**config.mk**
```make
export PLATFORM = sky130hd
export DESIGN_NAME = imsc_top
export DESIGN_NICKNAME = d
export VERILOG_FILES = /design/src/hdl/imsc_pkg.sv /design/src/hdl/imsc_top.sv /design/src/hdl/imsc_sync.sv
export SDC_FILE = /design/constraint.sdc
export NUM_CORES = 1
export LEC_CHECK = 0
export BUFFER_PORTS_ARGS = -buffer_cell sky130_fd_sc_hd__buf_2
export CAP_MARGIN = 15
export CORE_ASPECT_RATIO = 1.75
export CORE_MARGIN = 2
export CORE_UTILIZATION = 40
export CTS_BUF_LIST = sky130_fd_sc_hd__clkbuf_2 sky130_fd_sc_hd__clkbuf_4 sky130_fd_sc_hd__clkbuf_8
export DETAILED_ROUTE_END_ITERATION = 16
export SLEW_MARGIN = 20
export SYNTH_ARGS = -nofsm -noshare
export SYNTH_HDL_FRONTEND = slang
export SYNTH_SLANG_ARGS = --single-unit
```
**constraint.sdc**
```tcl
create_clock -name aclk -period 4.5 [get_ports aclk]
set_input_delay 0.225 -clock aclk [delete_from_list [all_inputs] [get_ports aclk]]
set_output_delay 0.225 -clock aclk [all_outputs]
set_load 0.05 [all_outputs]
```
**src/hdl/imsc_pkg.sv**
```systemverilog
// Constants, types and register map of the I2C master sequence control block.
// Assumes a 100 MHz aclk and an AXI4-Lite master with 32-bit data.
// Operation
// - In slave mode with general call enabled, a received address byte of 0x00 raises the interrupt.
// - A stop request in master mode makes a Stop condition and clears itself when it ends.
// - A repeated start request in master mode makes a Repeated Start and clears itself when done.
// - In slave mode the start/stretch bit turns clock stretching on when set and off when clear.
// - While the port is busy, attempts to set any request bit are ignored and never queued.
// - While the port is busy, writes to the transmit buffer are discarded.
package imsc_pkg;

  // ---------------------------------------------------------------
  // Register offsets
  // ---------------------------------------------------------------
  localparam logic [7:0] ADDR_SEQ_CTRL   = 8'h00;
  localparam logic [7:0] ADDR_TX_BUF     = 8'h04;
  localparam logic [7:0] ADDR_RX_DATA    = 8'h08;
  localparam logic [7:0] ADDR_CONFIG     = 8'h0C;
  localparam logic [7:0] ADDR_IRQ_STATUS = 8'h10;
  localparam logic [7:0] ADDR_IRQ_MASK   = 8'h14;

  // ---------------------------------------------------------------
  // Field positions
  // ---------------------------------------------------------------
  localparam int SC_GCIE    = 7;
  localparam int SC_ACKRX   = 6;
  localparam int SC_ACKVAL  = 5;
  localparam int SC_ACKREQ  = 4;
  localparam int SC_RXREQ   = 3;
  localparam int SC_STOP    = 2;
  localparam int SC_RPT     = 1;
  localparam int SC_SOS     = 0;
  localparam int CFG_MASTER = 0;
  localparam int CFG_BUSY   = 1;
  localparam int EV_SEQ_DONE = 0;
  localparam int EV_RX_BYTE  = 1;
  localparam int EV_GCALL    = 2;
  localparam int EV_NACK     = 3;
  localparam int EV_SLV_BYTE = 4;
  localparam int EV_W        = 5;

  // ---------------------------------------------------------------
  // Reset values and codes
  // ---------------------------------------------------------------
  localparam logic [7:0]      SEQ_CTRL_RST = 8'h00;
  localparam logic            MASTER_RST   = 1'b0;
  localparam logic [EV_W-1:0] IRQ_MASK_RST = 5'h00;
  localparam logic [7:0]      GCALL_ADDR   = 8'h00;
  localparam logic [1:0]      RESP_OKAY    = 2'b00;
  localparam logic [1:0]      RESP_SLVERR  = 2'b10;

  // ---------------------------------------------------------------
  // Timing: one quarter of an SCL period, rounded up to whole cycles
  // ---------------------------------------------------------------
  localparam int CLK_PERIOD_NS  = 10;
  localparam int QUARTER_NS     = 2500;
  localparam int QUARTER_CYCLES = (QUARTER_NS + CLK_PERIOD_NS - 1) / CLK_PERIOD_NS;

  typedef enum logic [2:0] {
    ST_IDLE   = 3'b000,
    ST_START  = 3'b001,
    ST_RSTART = 3'b010,
    ST_STOP   = 3'b011,
    ST_TX     = 3'b100,
    ST_RX     = 3'b101,
    ST_ACK    = 3'b110
  } imsc_state_e;

  typedef struct packed {
    logic scl;
    logic sda;
  } imsc_pins_s;

endpackage

```
**src/hdl/imsc_top.sv**
```systemverilog
// I2C master sequence control with AXI4-Lite registers and a sticky interrupt.
// Assumes open-drain pads outside: an output enable low pulls the line low.
//
// Implementation choices: register access over AXI4-Lite and the address map.
`timescale 1ns/100ps
module imsc_top
  import imsc_pkg::*;
#(
  parameter int QUARTER = QUARTER_CYCLES
) (
  input  wire logic        aclk,
  input  wire logic        aresetn,
  input  wire logic        s_axi_awvalid,
  output logic             s_axi_awready,
  input  wire logic [7:0]  s_axi_awaddr,
  input  wire logic        s_axi_wvalid,
  output logic             s_axi_wready,
  input  wire logic [31:0] s_axi_wdata,
  input  wire logic [3:0]  s_axi_wstrb,
  output logic             s_axi_bvalid,
  input  wire logic        s_axi_bready,
  output logic [1:0]       s_axi_bresp,
  input  wire logic        s_axi_arvalid,
  output logic             s_axi_arready,
  input  wire logic [7:0]  s_axi_araddr,
  output logic             s_axi_rvalid,
  input  wire logic        s_axi_rready,
  output logic [31:0]      s_axi_rdata,
  output logic [1:0]       s_axi_rresp,
  input  wire logic        scl_i,
  output logic             scl_o,
  output logic             scl_oe_n,
  input  wire logic        sda_i,
  output logic             sda_o,
  output logic             sda_oe_n,
  output logic             irq
);

  if (QUARTER < 4 || QUARTER > 4095) begin
    $error("QUARTER out of range");
  end

  function automatic logic reg_hit(input logic [7:0] a);
    return (a[1:0] == 2'b00) && (a <= ADDR_IRQ_MASK);
  endfunction

  // ---------------------------------------------------------------
  // Bus line sampling
  // ---------------------------------------------------------------
  imsc_pins_s pin_raw;
  imsc_pins_s pin_s;
  imsc_pins_s prev_ff;

  assign pin_raw = '{scl: scl_i, sda: sda_i};

  imsc_sync u_sync (
    .aclk    (aclk),
    .aresetn (aresetn),
    .din     (pin_raw),
    .dout    (pin_s)
  );

  // ---------------------------------------------------------------
  // AXI4-Lite write channel
  // ---------------------------------------------------------------
  logic        aw_have_ff;
  logic        w_have_ff;
  logic [7:0]  awaddr_ff;
  logic [31:0] wdata_ff;
  logic        wlane0_ff;
  logic        bvalid_ff;
  logic [1:0]  bresp_ff;
  logic        wr_fire;
  logic        wr_en;

  assign s_axi_awready = !aw_have_ff && !bvalid_ff;
  assign s_axi_wready  = !w_have_ff && !bvalid_ff;
  assign wr_fire       = aw_have_ff && w_have_ff && !bvalid_ff;
  assign wr_en         = wr_fire && wlane0_ff && reg_hit(awaddr_ff);
  assign s_axi_bvalid  = bvalid_ff;
  assign s_axi_bresp   = bresp_ff;

  always_ff @(posedge aclk) begin
    if (!aresetn) begin
      aw_have_ff <= 1'b0;
      w_have_ff  <= 1'b0;
      awaddr_ff  <= 8'h00;
      wdata_ff   <= 32'h0000_0000;
      wlane0_ff  <= 1'b0;
      bvalid_ff  <= 1'b0;
      bresp_ff   <= RESP_OKAY;
    end else begin
      if (s_axi_awvalid && s_axi_awready) begin
        aw_have_ff <= 1'b1;
        awaddr_ff  <= s_axi_awaddr;
      end
      if (s_axi_wvalid && s_axi_wready) begin
        w_have_ff <= 1'b1;
        wdata_ff  <= s_axi_wdata;
        wlane0_ff <= s_axi_wstrb[0];
      end
      if (wr_fire) begin
        aw_have_ff <= 1'b0;
        w_have_ff  <= 1'b0;
        bvalid_ff  <= 1'b1;
        bresp_ff   <= reg_hit(awaddr_ff) ? RESP_OKAY : RESP_SLVERR;
      end else if (bvalid_ff && s_axi_bready) begin
        bvalid_ff <= 1'b0;
      end
    end
  end

  // ---------------------------------------------------------------
  // Control registers
  // ---------------------------------------------------------------
  imsc_state_e      state_ff;
  logic             busy;
  logic             gcie_ff;
  logic             ackval_ff;
  logic             stretch_en_ff;
  logic             master_ff;
  logic             ackrx_ff;
  logic [7:0]       rxdata_ff;
  logic [EV_W-1:0]  status_ff;
  logic [EV_W-1:0]  mask_ff;
  logic             wr_seq;
  logic             wr_tx;

  assign busy   = (state_ff != ST_IDLE);
  assign wr_seq = wr_en && (awaddr_ff == ADDR_SEQ_CTRL);
  assign wr_tx  = wr_en && (awaddr_ff == ADDR_TX_BUF);

  always_ff @(posedge aclk) begin
    if (!aresetn) begin
      gcie_ff       <= SEQ_CTRL_RST[SC_GCIE];
      ackval_ff     <= SEQ_CTRL_RST[SC_ACKVAL];
      stretch_en_ff <= SEQ_CTRL_RST[SC_SOS];
      master_ff     <= MASTER_RST;
      mask_ff       <= IRQ_MASK_RST;
    end else if (wr_en) begin
      if (wr_seq) begin
        gcie_ff   <= wdata_ff[SC_GCIE];
        ackval_ff <= wdata_ff[SC_ACKVAL];
        if (!master_ff) begin
          stretch_en_ff <= wdata_ff[SC_SOS];
        end
      end
      // Mode change mid-sequence would strand the lines, so only when idle
      if (awaddr_ff == ADDR_CONFIG && !busy) begin
        master_ff <= wdata_ff[CFG_MASTER];
      end
      if (awaddr_ff == ADDR_IRQ_MASK) begin
        mask_ff <= wdata_ff[EV_W-1:0];
      end
    end
  end

  // ---------------------------------------------------------------
  // Master sequence engine
  // ---------------------------------------------------------------
  logic [11:0] qcnt_ff;
  logic [1:0]  phase_ff;
  logic [3:0]  bit_ff;
  logic [7:0]  shreg_ff;
  logic        scl_rel_ff;
  logic        sda_rel_ff;
  logic        hold;
  logic        qtick;
  logic [1:0]  last_phase;
  logic [3:0]  last_bit;
  logic        done;

  // Another device stretching SCL pauses the quarter timer
  assign hold  = scl_rel_ff && !pin_s.scl;
  assign qtick = busy && !hold && (qcnt_ff == 12'(QUARTER - 1));

  always_comb begin
    case (state_ff)
      ST_START: last_phase = 2'd1;
      ST_STOP:  last_phase = 2'd2;
      default:  last_phase = 2'd3;
    endcase
    case (state_ff)
      ST_TX:   last_bit = 4'd8;
      ST_RX:   last_bit = 4'd7;
      default: last_bit = 4'd0;
    endcase
  end

  assign done = qtick && (phase_ff == last_phase) && (bit_ff == last_bit);

  always_ff @(posedge aclk) begin
    if (!aresetn) begin
      state_ff   <= ST_IDLE;
      qcnt_ff    <= 12'h000;
      phase_ff   <= 2'd0;
      bit_ff     <= 4'h0;
      shreg_ff   <= 8'h00;
      scl_rel_ff <= 1'b1;
      sda_rel_ff <= 1'b1;
      ackrx_ff   <= 1'b0;
      rxdata_ff  <= 8'h00;
    end else if (!busy) begin
      qcnt_ff  <= 12'h000;
      phase_ff <= 2'd0;
      bit_ff   <= 4'h0;
      // Only one request is taken; lower priority bits written with it are dropped
      if (master_ff && wr_seq) begin
        if (wdata_ff[SC_SOS]) begin
          state_ff <= ST_START;
        end else if (wdata_ff[SC_RPT]) begin
          state_ff <= ST_RSTART;
        end else if (wdata_ff[SC_STOP]) begin
          state_ff <= ST_STOP;
        end else if (wdata_ff[SC_RXREQ]) begin
          state_ff <= ST_RX;
        end else if (wdata_ff[SC_ACKREQ]) begin
          state_ff <= ST_ACK;
        end
      end else if (master_ff && wr_tx) begin
        shreg_ff <= wdata_ff[7:0];
        state_ff <= ST_TX;
      end
    end else begin
      // Busy: request and buffer writes fall through untouched
      if (!hold) begin
        qcnt_ff <= qtick ? 12'h000 : qcnt_ff + 12'h001;
      end
      if (qtick) begin
        phase_ff <= phase_ff + 2'd1;
        case (state_ff)
          ST_START: begin
            if (phase_ff == 2'd0) sda_rel_ff <= 1'b0;
            else scl_rel_ff <= 1'b0;
          end
          ST_RSTART: begin
            case (phase_ff)
              2'd0:    sda_rel_ff <= 1'b1;
              2'd1:    scl_rel_ff <= 1'b1;
              2'd2:    sda_rel_ff <= 1'b0;
              default: scl_rel_ff <= 1'b0;
            endcase
          end
          ST_STOP: begin
            case (phase_ff)
              2'd0:    sda_rel_ff <= 1'b0;
              2'd1:    scl_rel_ff <= 1'b1;
              default: sda_rel_ff <= 1'b1;
            endcase
          end
          ST_TX, ST_RX, ST_ACK: begin
            case (phase_ff)
              2'd0: begin
                if (state_ff == ST_ACK) begin
                  sda_rel_ff <= ackval_ff;
                end else if (state_ff == ST_TX && bit_ff != 4'd8) begin
                  sda_rel_ff <= shreg_ff[7];
                end else begin
                  sda_rel_ff <= 1'b1;
                end
              end
              2'd1: scl_rel_ff <= 1'b1;
              2'd2: begin
                if (state_ff == ST_TX && bit_ff == 4'd8) begin
                  ackrx_ff <= pin_s.sda;
                end
                if (state_ff == ST_RX) begin
                  shreg_ff <= {shreg_ff[6:0], pin_s.sda};
                end
                if (state_ff == ST_TX && bit_ff != 4'd8) begin
                  shreg_ff <= {shreg_ff[6:0], 1'b0};
                end
              end
              default: begin
                scl_rel_ff <= 1'b0;
                bit_ff     <= bit_ff + 4'h1;
                if (state_ff == ST_RX && bit_ff == 4'd7) begin
                  rxdata_ff <= shreg_ff;
                end
              end
            endcase
          end
          default: ;
        endcase
        if (done) begin
          state_ff <= ST_IDLE;
        end
      end
    end
  end

  // ---------------------------------------------------------------
  // Slave-side bus monitor and clock stretch
  // ---------------------------------------------------------------
  logic       scl_rise;
  logic       scl_fall;
  logic       start_det;
  logic       stop_det;
  logic       slv_active_ff;
  logic       slv_addr_ff;
  logic [3:0] slv_bits_ff;
  logic [7:0] slv_sh_ff;
  logic       stretch_ff;
  logic       slv_byte;
  logic       gcall;

  assign scl_rise  = pin_s.scl && !prev_ff.scl;
  assign scl_fall  = !pin_s.scl && prev_ff.scl;
  assign start_det = prev_ff.sda && !pin_s.sda && pin_s.scl && prev_ff.scl;
  assign stop_det  = !prev_ff.sda && pin_s.sda && pin_s.scl && prev_ff.scl;
  assign slv_byte  = scl_rise && slv_active_ff && !master_ff && (slv_bits_ff == 4'd7);
  assign gcall     = slv_byte && slv_addr_ff && gcie_ff
                     && ({slv_sh_ff[6:0], pin_s.sda} == GCALL_ADDR);

  always_ff @(posedge aclk) begin
    if (!aresetn) begin
      prev_ff       <= '{scl: 1'b1, sda: 1'b1};
      slv_active_ff <= 1'b0;
      slv_addr_ff   <= 1'b0;
      slv_bits_ff   <= 4'h0;
      slv_sh_ff     <= 8'h00;
    end else begin
      prev_ff <= pin_s;
      if (start_det) begin
        slv_active_ff <= 1'b1;
        slv_addr_ff   <= 1'b1;
        slv_bits_ff   <= 4'h0;
      end else if (stop_det) begin
        slv_active_ff <= 1'b0;
      end else if (scl_rise && slv_active_ff) begin
        if (slv_bits_ff == 4'd8) begin
          slv_bits_ff <= 4'h0;
          slv_addr_ff <= 1'b0;
        end else begin
          slv_bits_ff <= slv_bits_ff + 4'h1;
          slv_sh_ff   <= {slv_sh_ff[6:0], pin_s.sda};
        end
      end
    end
  end

  // Held low after the eighth clock until software clears the slave byte flag
  always_ff @(posedge aclk) begin
    if (!aresetn) begin
      stretch_ff <= 1'b0;
    end else if (scl_fall && slv_active_ff && !master_ff && stretch_en_ff
                 && slv_bits_ff == 4'd8) begin
      stretch_ff <= 1'b1;
    end else if (!status_ff[EV_SLV_BYTE] || master_ff || !stretch_en_ff) begin
      stretch_ff <= 1'b0;
    end
  end

  // ---------------------------------------------------------------
  // Interrupt status and output
  // ---------------------------------------------------------------
  logic [EV_W-1:0] ev_set;
  logic [EV_W-1:0] ev_clr;
  logic            irq_ff;

  always_comb begin
    ev_set              = '0;
    ev_set[EV_SEQ_DONE] = done;
    ev_set[EV_RX_BYTE]  = done && (state_ff == ST_RX);
    ev_set[EV_GCALL]    = gcall;
    ev_set[EV_NACK]     = done && (state_ff == ST_TX) && ackrx_ff;
    ev_set[EV_SLV_BYTE] = slv_byte;
  end

  assign ev_clr = (wr_en && awaddr_ff == ADDR_IRQ_STATUS) ? wdata_ff[EV_W-1:0] : '0;

  always_ff @(posedge aclk) begin
    if (!aresetn) begin
      status_ff <= '0;
      irq_ff    <= 1'b0;
    end else begin
      // Set beats a simultaneous write-one clear
      status_ff <= (status_ff & ~ev_clr) | ev_set;
      irq_ff    <= |(status_ff & mask_ff);
    end
  end

  // ---------------------------------------------------------------
  // AXI4-Lite read channel
  // ---------------------------------------------------------------
  logic        rvalid_ff;
  logic [31:0] rdata_ff;
  logic [1:0]  rresp_ff;
  logic [31:0] rd_word;
  logic [7:0]  seq_view;

  always_comb begin
    seq_view            = 8'h00;
    seq_view[SC_GCIE]   = gcie_ff;
    seq_view[SC_ACKRX]  = ackrx_ff;
    seq_view[SC_ACKVAL] = ackval_ff;
    seq_view[SC_ACKREQ] = (state_ff == ST_ACK);
    seq_view[SC_RXREQ]  = (state_ff == ST_RX);
    seq_view[SC_STOP]   = (state_ff == ST_STOP);
    seq_view[SC_RPT]    = (state_ff == ST_RSTART);
    seq_view[SC_SOS]    = master_ff ? (state_ff == ST_START) : stretch_en_ff;
    rd_word = 32'h0000_0000;
    case (s_axi_araddr)
      ADDR_SEQ_CTRL:   rd_word[7:0] = seq_view;
      ADDR_RX_DATA:    rd_word[7:0] = rxdata_ff;
      ADDR_CONFIG:     rd_word[1:0] = {busy, master_ff};
      ADDR_IRQ_STATUS: rd_word[EV_W-1:0] = status_ff;
      ADDR_IRQ_MASK:   rd_word[EV_W-1:0] = mask_ff;
      default:         rd_word = 32'h0000_0000;
    endcase
  end

  assign s_axi_arready = !rvalid_ff;
  assign s_axi_rvalid  = rvalid_ff;
  assign s_axi_rdata   = rdata_ff;
  assign s_axi_rresp   = rresp_ff;

  always_ff @(posedge aclk) begin
    if (!aresetn) begin
      rvalid_ff <= 1'b0;
      rdata_ff  <= 32'h0000_0000;
      rresp_ff  <= RESP_OKAY;
    end else if (s_axi_arvalid && !rvalid_ff) begin
      rvalid_ff <= 1'b1;
      rdata_ff  <= rd_word;
      rresp_ff  <= reg_hit(s_axi_araddr) ? RESP_OKAY : RESP_SLVERR;
    end else if (rvalid_ff && s_axi_rready) begin
      rvalid_ff <= 1'b0;
    end
  end

  // ---------------------------------------------------------------
  // Pads
  // ---------------------------------------------------------------
  assign scl_o    = 1'b0;
  assign sda_o    = 1'b0;
  assign scl_oe_n = scl_rel_ff && !stretch_ff;
  assign sda_oe_n = sda_rel_ff;
  assign irq      = irq_ff;

endmodule

```
**src/hdl/imsc_sync.sv**
```systemverilog
// Three-stage synchroniser for the sampled bus lines.
// Assumes the inputs are asynchronous to aclk; output moves only when stages two and three agree.
`timescale 1ns/100ps
module imsc_sync
  import imsc_pkg::*;
(
  input  wire logic       aclk,
  input  wire logic       aresetn,
  input  wire imsc_pins_s din,
  output imsc_pins_s      dout
);

  imsc_pins_s s1_ff;
  imsc_pins_s s2_ff;
  imsc_pins_s s3_ff;
  imsc_pins_s out_ff;

  // Released bus reads high, so reset to that level
  always_ff @(posedge aclk) begin
    if (!aresetn) begin
      s1_ff  <= '{scl: 1'b1, sda: 1'b1};
      s2_ff  <= '{scl: 1'b1, sda: 1'b1};
      s3_ff  <= '{scl: 1'b1, sda: 1'b1};
      out_ff <= '{scl: 1'b1, sda: 1'b1};
    end else begin
      s1_ff <= din;
      s2_ff <= s1_ff;
      s3_ff <= s2_ff;
      if (s2_ff.scl == s3_ff.scl) begin
        out_ff.scl <= s3_ff.scl;
      end
      if (s2_ff.sda == s3_ff.sda) begin
        out_ff.sda <= s3_ff.sda;
      end
    end
  end

  assign dout = out_ff;

endmodule

```
==> metrics.cfg, run 1 <==
[floorplan]
rows = 57
num_io_pins = 107
die_x_um = 93.5
initial_core_util_pct = 40.7
dieHeight_um = 161
fp.dieArea_um2 = 15000
coreArea_um2 = 13800

[global_route]
antenna_found_initial = 0
grt_first_pass_wirelength_mm = 21.3
grt_max_degree = 79
grt_pass1_vias = 4305
grt_util_all_layers_pct = 17.9
grt_overflow = 0

[clock_tree]
clkSinkCount = 110
clk_latency_ps = 370
htree_levels = 3
ctsResizeCount = 0
postCtsSetupBuffers = 0
max-clock-path-buffers = 2
cts_made_buffers = 9
cts_hold_buf = 0
cts_tree = yes
cts.root.buffer_cell = clkbuf_8
path_clk_slew_ps = 100

[yosys]
synth-compound-area-share_pct = 13.9
synth_seq_cells = 110
synth_top_area_cell = dfxtp_1
synth_fa_ha_area_share_pct = 2.23
yosys-top-cells-area = dfxtp_1 39%, nand2_1 8.1%, a21boi_0 4.6%
synthesis.area_um2 = 5600
ys_seq_area_share_pct = 39.3
synth-xor-area-share_pct = 2.34
synth-warning-count = 0
async_reset_ff_share_pct = 0
synth-edff-count = 0
syn_inst = 672
synthDistinctLibCells = 61
synthMuxAreaShare_pct = 5.09
synth_flop_cell = dfxtp_1
yosysTopAreaCellShare_pct = 39.3
synthSimpleGateAreaFrac_pct = 29.3
synth_top_family_by_area = simple AND/OR/NAND/NOR gates
synth_area_per_cell_um2 = 8.34

[power_and_ir_drop]
leakage_nw = 2.25
ir_worst_vdd_uv = 167
p_per_area_nw_per_um2 = 301
p_sw_mw = 0.485
intPower_mw = 1.32
power_frac_clock_pct = 34.2
power.share.switching_pct = 26.8
seqPwrFrac_pct = 56.0
combPwrFrac_pct = 9.8

[routing]
totalWireLength_mm = 13.0
vias = 4605
remaining_drc_errors = 0
first_pass_iters = 4
ant_nets = 0
drt-met1-wl_mm = 5.18
met2WireLength_mm = 6.80
detail_route.wl_per_cell_um = 14.8
detailroute.wirelength.met3_um = 442
top_layer_used = met4
drt_iter0_drc = 317
vias_per_cell = 5.23

[finish]
antennaDiodeCount = 0
drive_gt1_share_pct = 12.1
fin_util_pct = 43.7
layout_common_cells = 121 x nand2_1, 110 x dfxtp_1, 51 x buf_2
synthToLayoutAreaGrowth_pct = 7.30
final_common_cell = nand2_1
nets = 770

[worst_hold_path]
min_to = u_sync.s1_ff[0]
hold_class = in -> reg
min-delay-start = sda_i
min_path_cells = 2

[sta]
fin_crit_ps = 2380
slew_headroom_pct = 36.4
report.final.slew_viol_count = 0
fmax_mhz = 421
fin_setup_tns_ps = 0
finalHoldViolations = 0
finalCritPeriodShare_pct = 52.8
worst_slew_pin_slew_ps = 953
rsz0062_at_grt = false
fin_skew_ps = 10.6
setup-violations-final = 0

[placed_design]
hpwl_mm = 9.66
io_buffers = 51
gp_congestion = 0.814

[flow_run]
cap_violations = 0

[setup_path]
regToRegEndpoint = scl_rel_ff
critical_path_class = reg -> reg
r2r_cells = 5
crit_required_ps = 4730
ff2ff_setup_slack_ps = 2120
critPathLaunchType = flip-flop
critPathArrivalTime_ps = 2610
crit_fanout = 27
reg2reg_from = state_ff[0]
cp-end-kind = flip-flop

[run_status]
outcome = completed

## per-stage QoR
step	area (µm²)	setup WS (ps)	power, mW	cells	hold WS (ps)
floorplan	5700	2470	1.19	699	326
global placement	5810	2160	1.21	865	395
detailed placement	5810	2200	1.21	865	402
CTS	6010	2160	1.83	880	9.82
global route	6010	1990	1.89	880	15.3
finish	6010	2120	1.81	880	28.0
## metal layers
layer  track usage (%)  vias to the layer above
met4              9.83                        0
met3              2.91                       29
met2              31.8                      120
met1              19.9                     2142
met5                 0                        -
li1                  -                     2314
## layout make-up
class | instances | area [µm²]
Tap cell | 177 | 221
Sequential cell | 110 | 2200
Inverter | 14 | 52.6
Clock buffer | 11 | 151
Multi-Input combinational cell | 512 | 3070
Timing Repair Buffer | 52 | 263
Fill cell | 1450 | 7750
Clock inverter | 4 | 52.6
## power groups by stage
stage	Clock (mW)	Combinational, mW	Sequential (mW)
finish	0.619	0.177	1.01
global route	0.678	0.193	1.02
CTS	0.643	0.178	1.01
detailed placement	0	0.177	1.03
global placement	0	0.176	1.03
floorplan	0	0.152	1.04
## synthesized netlist by cell type (6+ instances only)
library cell,number
nand2b_1,14
inv_1,14
nand4_1,9
mux2i_1,24
buf_2,13
nand2_1,121
a21boi_0,34
and2_1,6
a21oi_1,22
nand3_1,43
xnor2_1,6
o21ai_0,31
nor2_1,41
dfxtp_1,110
xor2_1,9
buf_4,30
nor2b_1,15
nor3_1,16
or3_1,7
ha_1,10
clkbuf_1,18
## cell families after synthesis
family	Yosys count
simple gates	313
compound gates	118
flops	110
buf+inv	77
mux	28
xor+xnor	15
fa+ha+maj	10
other cells	1
## sequential cells by signal (all words and copies together) (netlist names), 4 cells and up
name,flops
status_ff,5
mask_ff,5
shreg_ff,8
rxdata_ff,8
slv_sh_ff,7
wdata_ff,8
slv_bits_ff,4
s_axi_rdata,8
bit_ff,4
qcnt_ff,12
awaddr_ff,8
## critical path, cell delays in order, from the launching register on
cell     delay (ps)
dfxtp_1         960
or3_1           550
nand2_1         150
nor3_1          300
mux2i_1         220
nand2_1          60
## worst max path at each step
stage | from | end | slack, ps | cells after the start
finish | state_ff[0] | scl_rel_ff | 2120 | 5
global route | state_ff[0] | scl_rel_ff | 1990 | 5
CTS | state_ff[0] | scl_rel_ff | 2160 | 5
detailed placement | state_ff[0] | scl_rel_ff | 2200 | 5
global placement | state_ff[0] | scl_rel_ff | 2160 | 5
floorplan | s_axi_bvalid | wdata_ff[0] | 2470 | 5
No activity file was read; power rests on OpenSTA's default activity.
==> inputs of run 2 (changes only) <==
ABC_AREA = 1   (was not set)
clock period = 2.4 ns   (was 4.5 ns; I/O delays follow)
==> run 2 against run 1 <==
Cell count increased by 13%. Core utilization increased by 1.0 points. Register-to-register slack got worse by 1700 ps. Global-route usage increased by 0.50 points. Worst setup slack got worse by 1700 ps. Clock power increased by 66%. Sequential share of layout area increased by 0.56 points. Combinational power increased by 130%. Critical path depth increased by 1. Total power increased by 84%. Critical path type unchanged. Largest cell class unchanged.
==> metrics.cfg, run 2 <==
[clock_tree]
cts_made_buffers = 9  ; unchanged
postCtsSetupBuffers = 0  ; unchanged
path_clk_slew_ps = 110  ; about the same
clkSinkCount = 110  ; unchanged
clk_latency_ps = 380  ; about the same
cts_tree = yes
max-clock-path-buffers = 2  ; unchanged
htree_levels = 3  ; unchanged
cts.root.buffer_cell = clkbuf_8

[global_route]
grt_first_pass_wirelength_mm = 21.1  ; -1.1%
antenna_found_initial = 0  ; unchanged
grt_pass1_vias = 4561  ; +5.9%
grt_max_degree = 57  ; -28%
grt_util_all_layers_pct = 18.4  ; +0.50 points
grt_overflow = 0  ; unchanged

[setup_path]
cp_num_buf_inv = 1  ; +1
crit_fanout = 10  ; -63%
crit_family = simple AND/OR/NAND/NOR gates
critical_path_class = reg -> reg
cp_slowest_cell = dfxtp_1
crit_required_ps = 2710  ; -2020 ps
critPathArrivalTime_ps = 2260  ; -350 ps
critical-path-max-stage-delay_ps = 510  ; -450 ps
critPathLaunchType = flip-flop
cp-end-kind = flip-flop
path_cells = nand3_1 -> nor4_1 -> nand3_2 -> clkinv_2 -> nand2_1 -> a21oi_1

[sta]
setup-violations-final = 0  ; unchanged
worst_slack_ps = 453  ; -1670 ps
finalCritPeriodShare_pct = 81.1  ; +28 points
fmax_mhz = 514  ; +22%
fin_setup_tns_ps = 0  ; unchanged
slew_headroom_pct = 60.9  ; +24 points
worst_slew_pin_slew_ps = 582  ; -371 ps
fin_crit_ps = 1950  ; -429 ps
finalHoldViolations = 0  ; unchanged
hold_ws_ps = 15.5  ; -12.5 ps
rsz0062_at_grt = false
report.final.slew_viol_count = 0  ; unchanged
fin_skew_ps = 13.7  ; +3.17 ps

[power_and_ir_drop]
ir_worst_vdd_uv = 218  ; +30%
finalPower_mw = 3.33  ; +84%
power_frac_clock_pct = 31.0  ; -3.2 points
leakage_nw = 2.53  ; +13%
combPwrFrac_pct = 12.0  ; +2.2 points
p_per_area_nw_per_um2 = 562  ; +87%
intPower_mw = 2.37  ; +79%
seqPwrFrac_pct = 57.0  ; +1.0 points
p_sw_mw = 0.965  ; +99%
power.share.switching_pct = 29.0  ; +2.2 points

[routing]
vias = 4782  ; +3.8%
vias_per_cell = 4.81  ; -8.1%
ant_nets = 0  ; unchanged
detail_route.wl_per_cell_um = 12.9  ; -13%
totalWireLength_mm = 12.8  ; -1.6%
met2WireLength_mm = 6.75  ; -0.81%
first_pass_iters = 4  ; unchanged
remaining_drc_errors = 0  ; unchanged
drt-met1-wl_mm = 5.21  ; +0.62%
top_layer_used = met4
drt_iter0_drc = 177  ; -44%
detailroute.wirelength.met3_um = 427  ; -3.4%

[floorplan]
dieHeight_um = 157  ; -2.0%
initial_core_util_pct = 40.6  ; -0.13 points
die_x_um = 91.6  ; -2.0%
fp.dieArea_um2 = 14400  ; -4.0%
rows = 56  ; -1.8%
num_io_pins = 107  ; unchanged
coreArea_um2 = 13200  ; -3.8%

[finish]
layout_common_cells = 128 x nand2_1, 110 x dfxtp_1, 106 x inv_1
largest_reg_flops = 12  ; unchanged
drive_gt1_share_pct = 12.4  ; +0.35 points
final_area_um2 = 5920  ; -1.5%
fin_cells = 994  ; +13%
fillers = 1438  ; -0.83%
synthToLayoutAreaGrowth_pct = 10.2
fin_util_pct = 44.7  ; +1.0 points
largest_register = qcnt_ff
final_common_cell = nand2_1
nets = 887  ; +15%
antennaDiodeCount = 0  ; unchanged

[yosys]
synthesis.area_um2 = 5370  ; -4.1%
async_reset_ff_share_pct = 0  ; unchanged
syn_inst = 762  ; +13%
synth-warning-count = 0  ; unchanged
synth_flop_cell = dfxtp_1
synth_area_per_cell_um2 = 7.05  ; -15%
ys_seq_area_share_pct = 41.0  ; +1.7 points
synth-edff-count = 0  ; unchanged
synth_most_common_cell = nand2_1
yosysTopAreaCellShare_pct = 41.0  ; +1.7 points
synth_top_area_cell = dfxtp_1
synthTopCellsByCount = 128 x nand2_1, 110 x dfxtp_1, 106 x inv_1, 89 x nor2_1, 83 x o21ai_0
yosys-top-cells-area = dfxtp_1 41%, nand2_1 8.9%, o21ai_0 7.7%
synthDistinctLibCells = 46  ; -25%
synth_seq_cells = 110  ; unchanged

[placed_design]
io_buffers = 51  ; unchanged
placed_cell_area_um2 = 5710  ; -1.7%
pre_cts_slack_ps = 511  ; -1690 ps
hpwl_mm = 9.80  ; +1.4%
dp.cells = 975  ; +13%
gp_congestion = 0.875  ; +7.5%

[run_status]
outcome = completed

[flow_run]
cap_violations = 0  ; unchanged

[worst_hold_path]
hold_class = in -> reg

run 2: cell types whose count changed after synthesis, moves of 15 or more:
cell / before / now
a21boi_0: 34 / 0
a21oi_1: 22 / 68
inv_1: 14 / 106
mux2i_1: 24 / 0
nor2_1: 41 / 89
nor2b_1: 15 / 0
o21ai_0: 31 / 83
run 2: cell families (layout without fill, tap and decap cells):
group | after synthesis | in the layout | share of synthesized area (%)
buf+inv | 156 | 187 | 13.1
simple gates | 307 | 307 | 25.6
fa+ha+maj | 10 | 10 | 2.33
flops | 110 | 110 | 41.0
xor+xnor | 6 | 6 | 0.978
other cells | 1 | 28 | 0.0698
compound gates | 172 | 172 | 17.0
run 2: path summary, 6_finish.rpt:
check                                     start              end  slack, ps  cells after the start
worst max-delay path                state_ff[2]     rxdata_ff[6]        450                      6
worst min-delay path            s_axi_awaddr[4]     awaddr_ff[4]         20                      3
worst max register to register      state_ff[2]     rxdata_ff[6]        450                      6
worst min register to register  u_sync.s1_ff[0]  u_sync.s2_ff[0]        430                      1
run 2: area by class of cell:
cell class	count	area (µm²)	area share (%)
Sequential cell	110	2200	37.2
Timing Repair Buffer	60	333	5.62
Clock buffer	10	138	2.32
Tap cell	174	218	3.68
Multi-Input combinational cell	523	2570	43.4
Clock inverter	5	36.3	0.613
Inverter	112	425	7.18
run 2: metal layers:
layer | up-vias | track usage (%)
li1 | 2522 | -
met1 | 2137 | 19.5
met2 | 97 | 35.0
met3 | 26 | 2.49
met4 | 0 | 9.02
met5 | - | 0
run 2: what timing repair did:
action                                  in CTS  in global routing
hold endpoints to repair                     4                  0
endpoints found under the setup margin       0                  0
hold buffers                                 4                  0
gates resized for setup                      0                  0
run 2: power by group through the flow:
stage	registers, mW	logic (mW)	clock network [mW]
after CTS	1.90	0.402	1.07
after detailed placement	1.94	0.396	0
after global placement	1.94	0.396	0
after global routing	1.90	0.439	1.14
after floorplan	1.97	0.311	0
final	1.90	0.400	1.03
run 2: worst min-delay path: stages:
cell and delay (ps):
buf_2 70, o21ai_0 70, a21oi_1 100
==> inputs of run 3 (changes only) <==
clock period = 1.9 ns   (was 2.4 ns; I/O delays follow)
==> run 3 against run 2 <==
Worst hold slack got worse by 25 ps. Critical path type unchanged. Maximum frequency rose by 13%. Sequential share of layout area fell by 1.5 points. Highest routed layer unchanged. Core utilization rose by 1.9 points. The flow now finishes with violations (negative hold slack). First-iteration DRC count fell by 4.5%.
==> metrics.cfg, run 3 (synthesized netlist as in run 2, its figures left out) <==
[run_status]
outcome = complete, but fails checks
violations = negative hold slack

[power_and_ir_drop]
leakage_nw = 2.63  ; +3.9%
power.share.switching_pct = 30.3  ; +1.3 points
combPwrFrac_pct = 12.4  ; +0.4 points
p_per_area_nw_per_um2 = 696  ; +24%
ir_worst_vdd_uv = 320  ; +47%
p_sw_mw = 1.30  ; +35%
power_frac_clock_pct = 31.7  ; +0.7 points
seqPwrFrac_pct = 55.9  ; -1.1 points
intPower_mw = 2.99  ; +27%

[placed_design]
gp_congestion = 0.836  ; -4.5%
placed_cell_area_um2 = 5810  ; +1.8%
io_buffers = 51  ; unchanged
hpwl_mm = 9.93  ; +1.3%

[sta]
hold_ws_ps = -9.32  ; -24.8 ps
setup-violations-final = 0  ; unchanged
fin_skew_ps = 14.0  ; +0.211 ps
finalHoldViolations = 1  ; +1
fin_crit_ps = 1720  ; -224 ps
fmax_mhz = 580  ; +13%
report.final.slew_viol_count = 0  ; unchanged
finalCritPeriodShare_pct = 90.7  ; +9.6 points
worst_slew_pin_slew_ps = 529  ; -53.3 ps
slew_headroom_pct = 64.7  ; +3.9 points

[setup_path]
critPathArrivalTime_ps = 2050  ; -210 ps
crit_required_ps = 2230  ; -480 ps
cp-end-kind = flip-flop
crit_fanout = 9  ; -1
critPathLaunch = bit_ff[0]
reg2reg_from = bit_ff[0]
critical_path_class = reg -> reg
critPathLaunchType = flip-flop

[finish]
largest_reg_flops = 12  ; unchanged
largest_register = qcnt_ff
nets = 910  ; +2.6%
final_area_um2 = 6180  ; +4.3%
fin_util_pct = 46.6  ; +1.9 points
drive_gt1_share_pct = 15.5  ; +3.1 points
synthToLayoutAreaGrowth_pct = 15.0
layout_common_cells = 125 x nand2_1, 106 x inv_1, 106 x dfxtp_1
final_common_cell = nand2_1
fillers = 1414  ; -1.7%
antennaDiodeCount = 0  ; unchanged

[worst_hold_path]
min-delay-start = s_axi_awaddr[6]
hold_class = in -> reg

[global_route]
grt_util_all_layers_pct = 18.9  ; +0.49 points
antenna_found_initial = 0  ; unchanged
grt_overflow = 0  ; unchanged
grt_pass1_vias = 4779  ; +4.8%
grt_first_pass_wirelength_mm = 21.7  ; +2.9%
grt_max_degree = 57  ; unchanged

[floorplan]
die_x_um = 91.6  ; unchanged
fp.dieArea_um2 = 14400  ; unchanged
num_io_pins = 107  ; unchanged
coreArea_um2 = 13200  ; unchanged
rows = 56  ; unchanged
initial_core_util_pct = 40.6  ; unchanged
dieHeight_um = 157  ; unchanged

[clock_tree]
cts_tree = yes
clkSinkCount = 110  ; unchanged
cts.root.buffer_cell = clkbuf_8
cts_made_buffers = 9  ; unchanged
max-clock-path-buffers = 2  ; unchanged
clk_latency_ps = 390  ; about the same
path_clk_slew_ps = 110  ; about the same
htree_levels = 3  ; unchanged

[routing]
ant_nets = 0  ; unchanged
totalWireLength_mm = 13.0  ; +1.9%
vias = 4880  ; +2.0%
drt_iter0_drc = 169  ; -4.5%
vias_per_cell = 4.79  ; -0.36%
remaining_drc_errors = 0  ; unchanged
detail_route.wl_per_cell_um = 12.8  ; -0.50%
first_pass_iters = 4  ; unchanged

[flow_run]
cap_violations = 0  ; unchanged

==> run 3: final timing paths <==
path                                   endpoint  slack [ps]  cells past startpoint
worst max-delay path                shreg_ff[0]         180                     13
worst min register to register  u_sync.s2_ff[0]         420                      1
worst max register to register      shreg_ff[0]         180                     13
worst min-delay path               awaddr_ff[6]          -9                      3
==> run 3: timing repair <==
item                                    4_1_cts  5_1_grt
resized for setup                             0       16
buffers inserted                              0        2
endpoints found under the setup margin        0       15
hold buffers                                 12        0
hold endpoints to repair                     12        0
==> run 3: final cells by class <==
cell class | count | area [µm²] | area share, %
clock buffers | 9 | 124 | 2.01
repair buffers | 83 | 526 | 8.51
well taps | 174 | 218 | 3.52
multi-input cells | 523 | 2620 | 42.4
clock inverters | 7 | 56.3 | 0.911
flip-flops and latches | 110 | 2210 | 35.7
inverters | 112 | 427 | 6.91
==> run 3: per-layer routing <==
metal | GRT usage, % | part of all wire [%] | vias to the layer above
met5 | 0 | 0 | -
met4 | 10.3 | 4.1 | 0
met3 | 2.73 | 3.2 | 30
met2 | 35.8 | 52 | 104
met1 | 19.7 | 41 | 2177
li1 | - | - | 2569
==> run 3: stage by stage <==
stage / setup slack, ps / TNS (ps) / total power [mW] / instances
after detailed placement: 83.3 / 0 / 2.96 / 988
after global routing: -33.8 / -48.5 / 4.47 / 1018
after CTS: 56.9 / 0 / 4.33 / 1016
after floorplan: 45.3 / 0 / 2.88 / 789
final: 177 / 0 / 4.30 / 1018
after global placement: 114 / 0 / 2.96 / 988
==> run 3: power by group through the flow <==
stage | clock (mW) | sequential [mW] | combinational (mW)
global route | 1.47 | 2.41 | 0.591
finish | 1.36 | 2.40 | 0.534
CTS | 1.40 | 2.40 | 0.529
detailed placement | 0 | 2.45 | 0.510
floorplan | 0 | 2.49 | 0.394
global placement | 0 | 2.45 | 0.508
==> run 3: critical path: stages (launching register included) <==
cell and delay (ps):
dfxtp_2 370, inv_1 70, ha_1 190, nand2_1 60, nor2_1 50, inv_1 70
nand2_2 80, nand2_1 60, nand3_1 90, o21ai_2 200, nand2_4 120, inv_4 120
nand2_1 60, a21oi_1 110
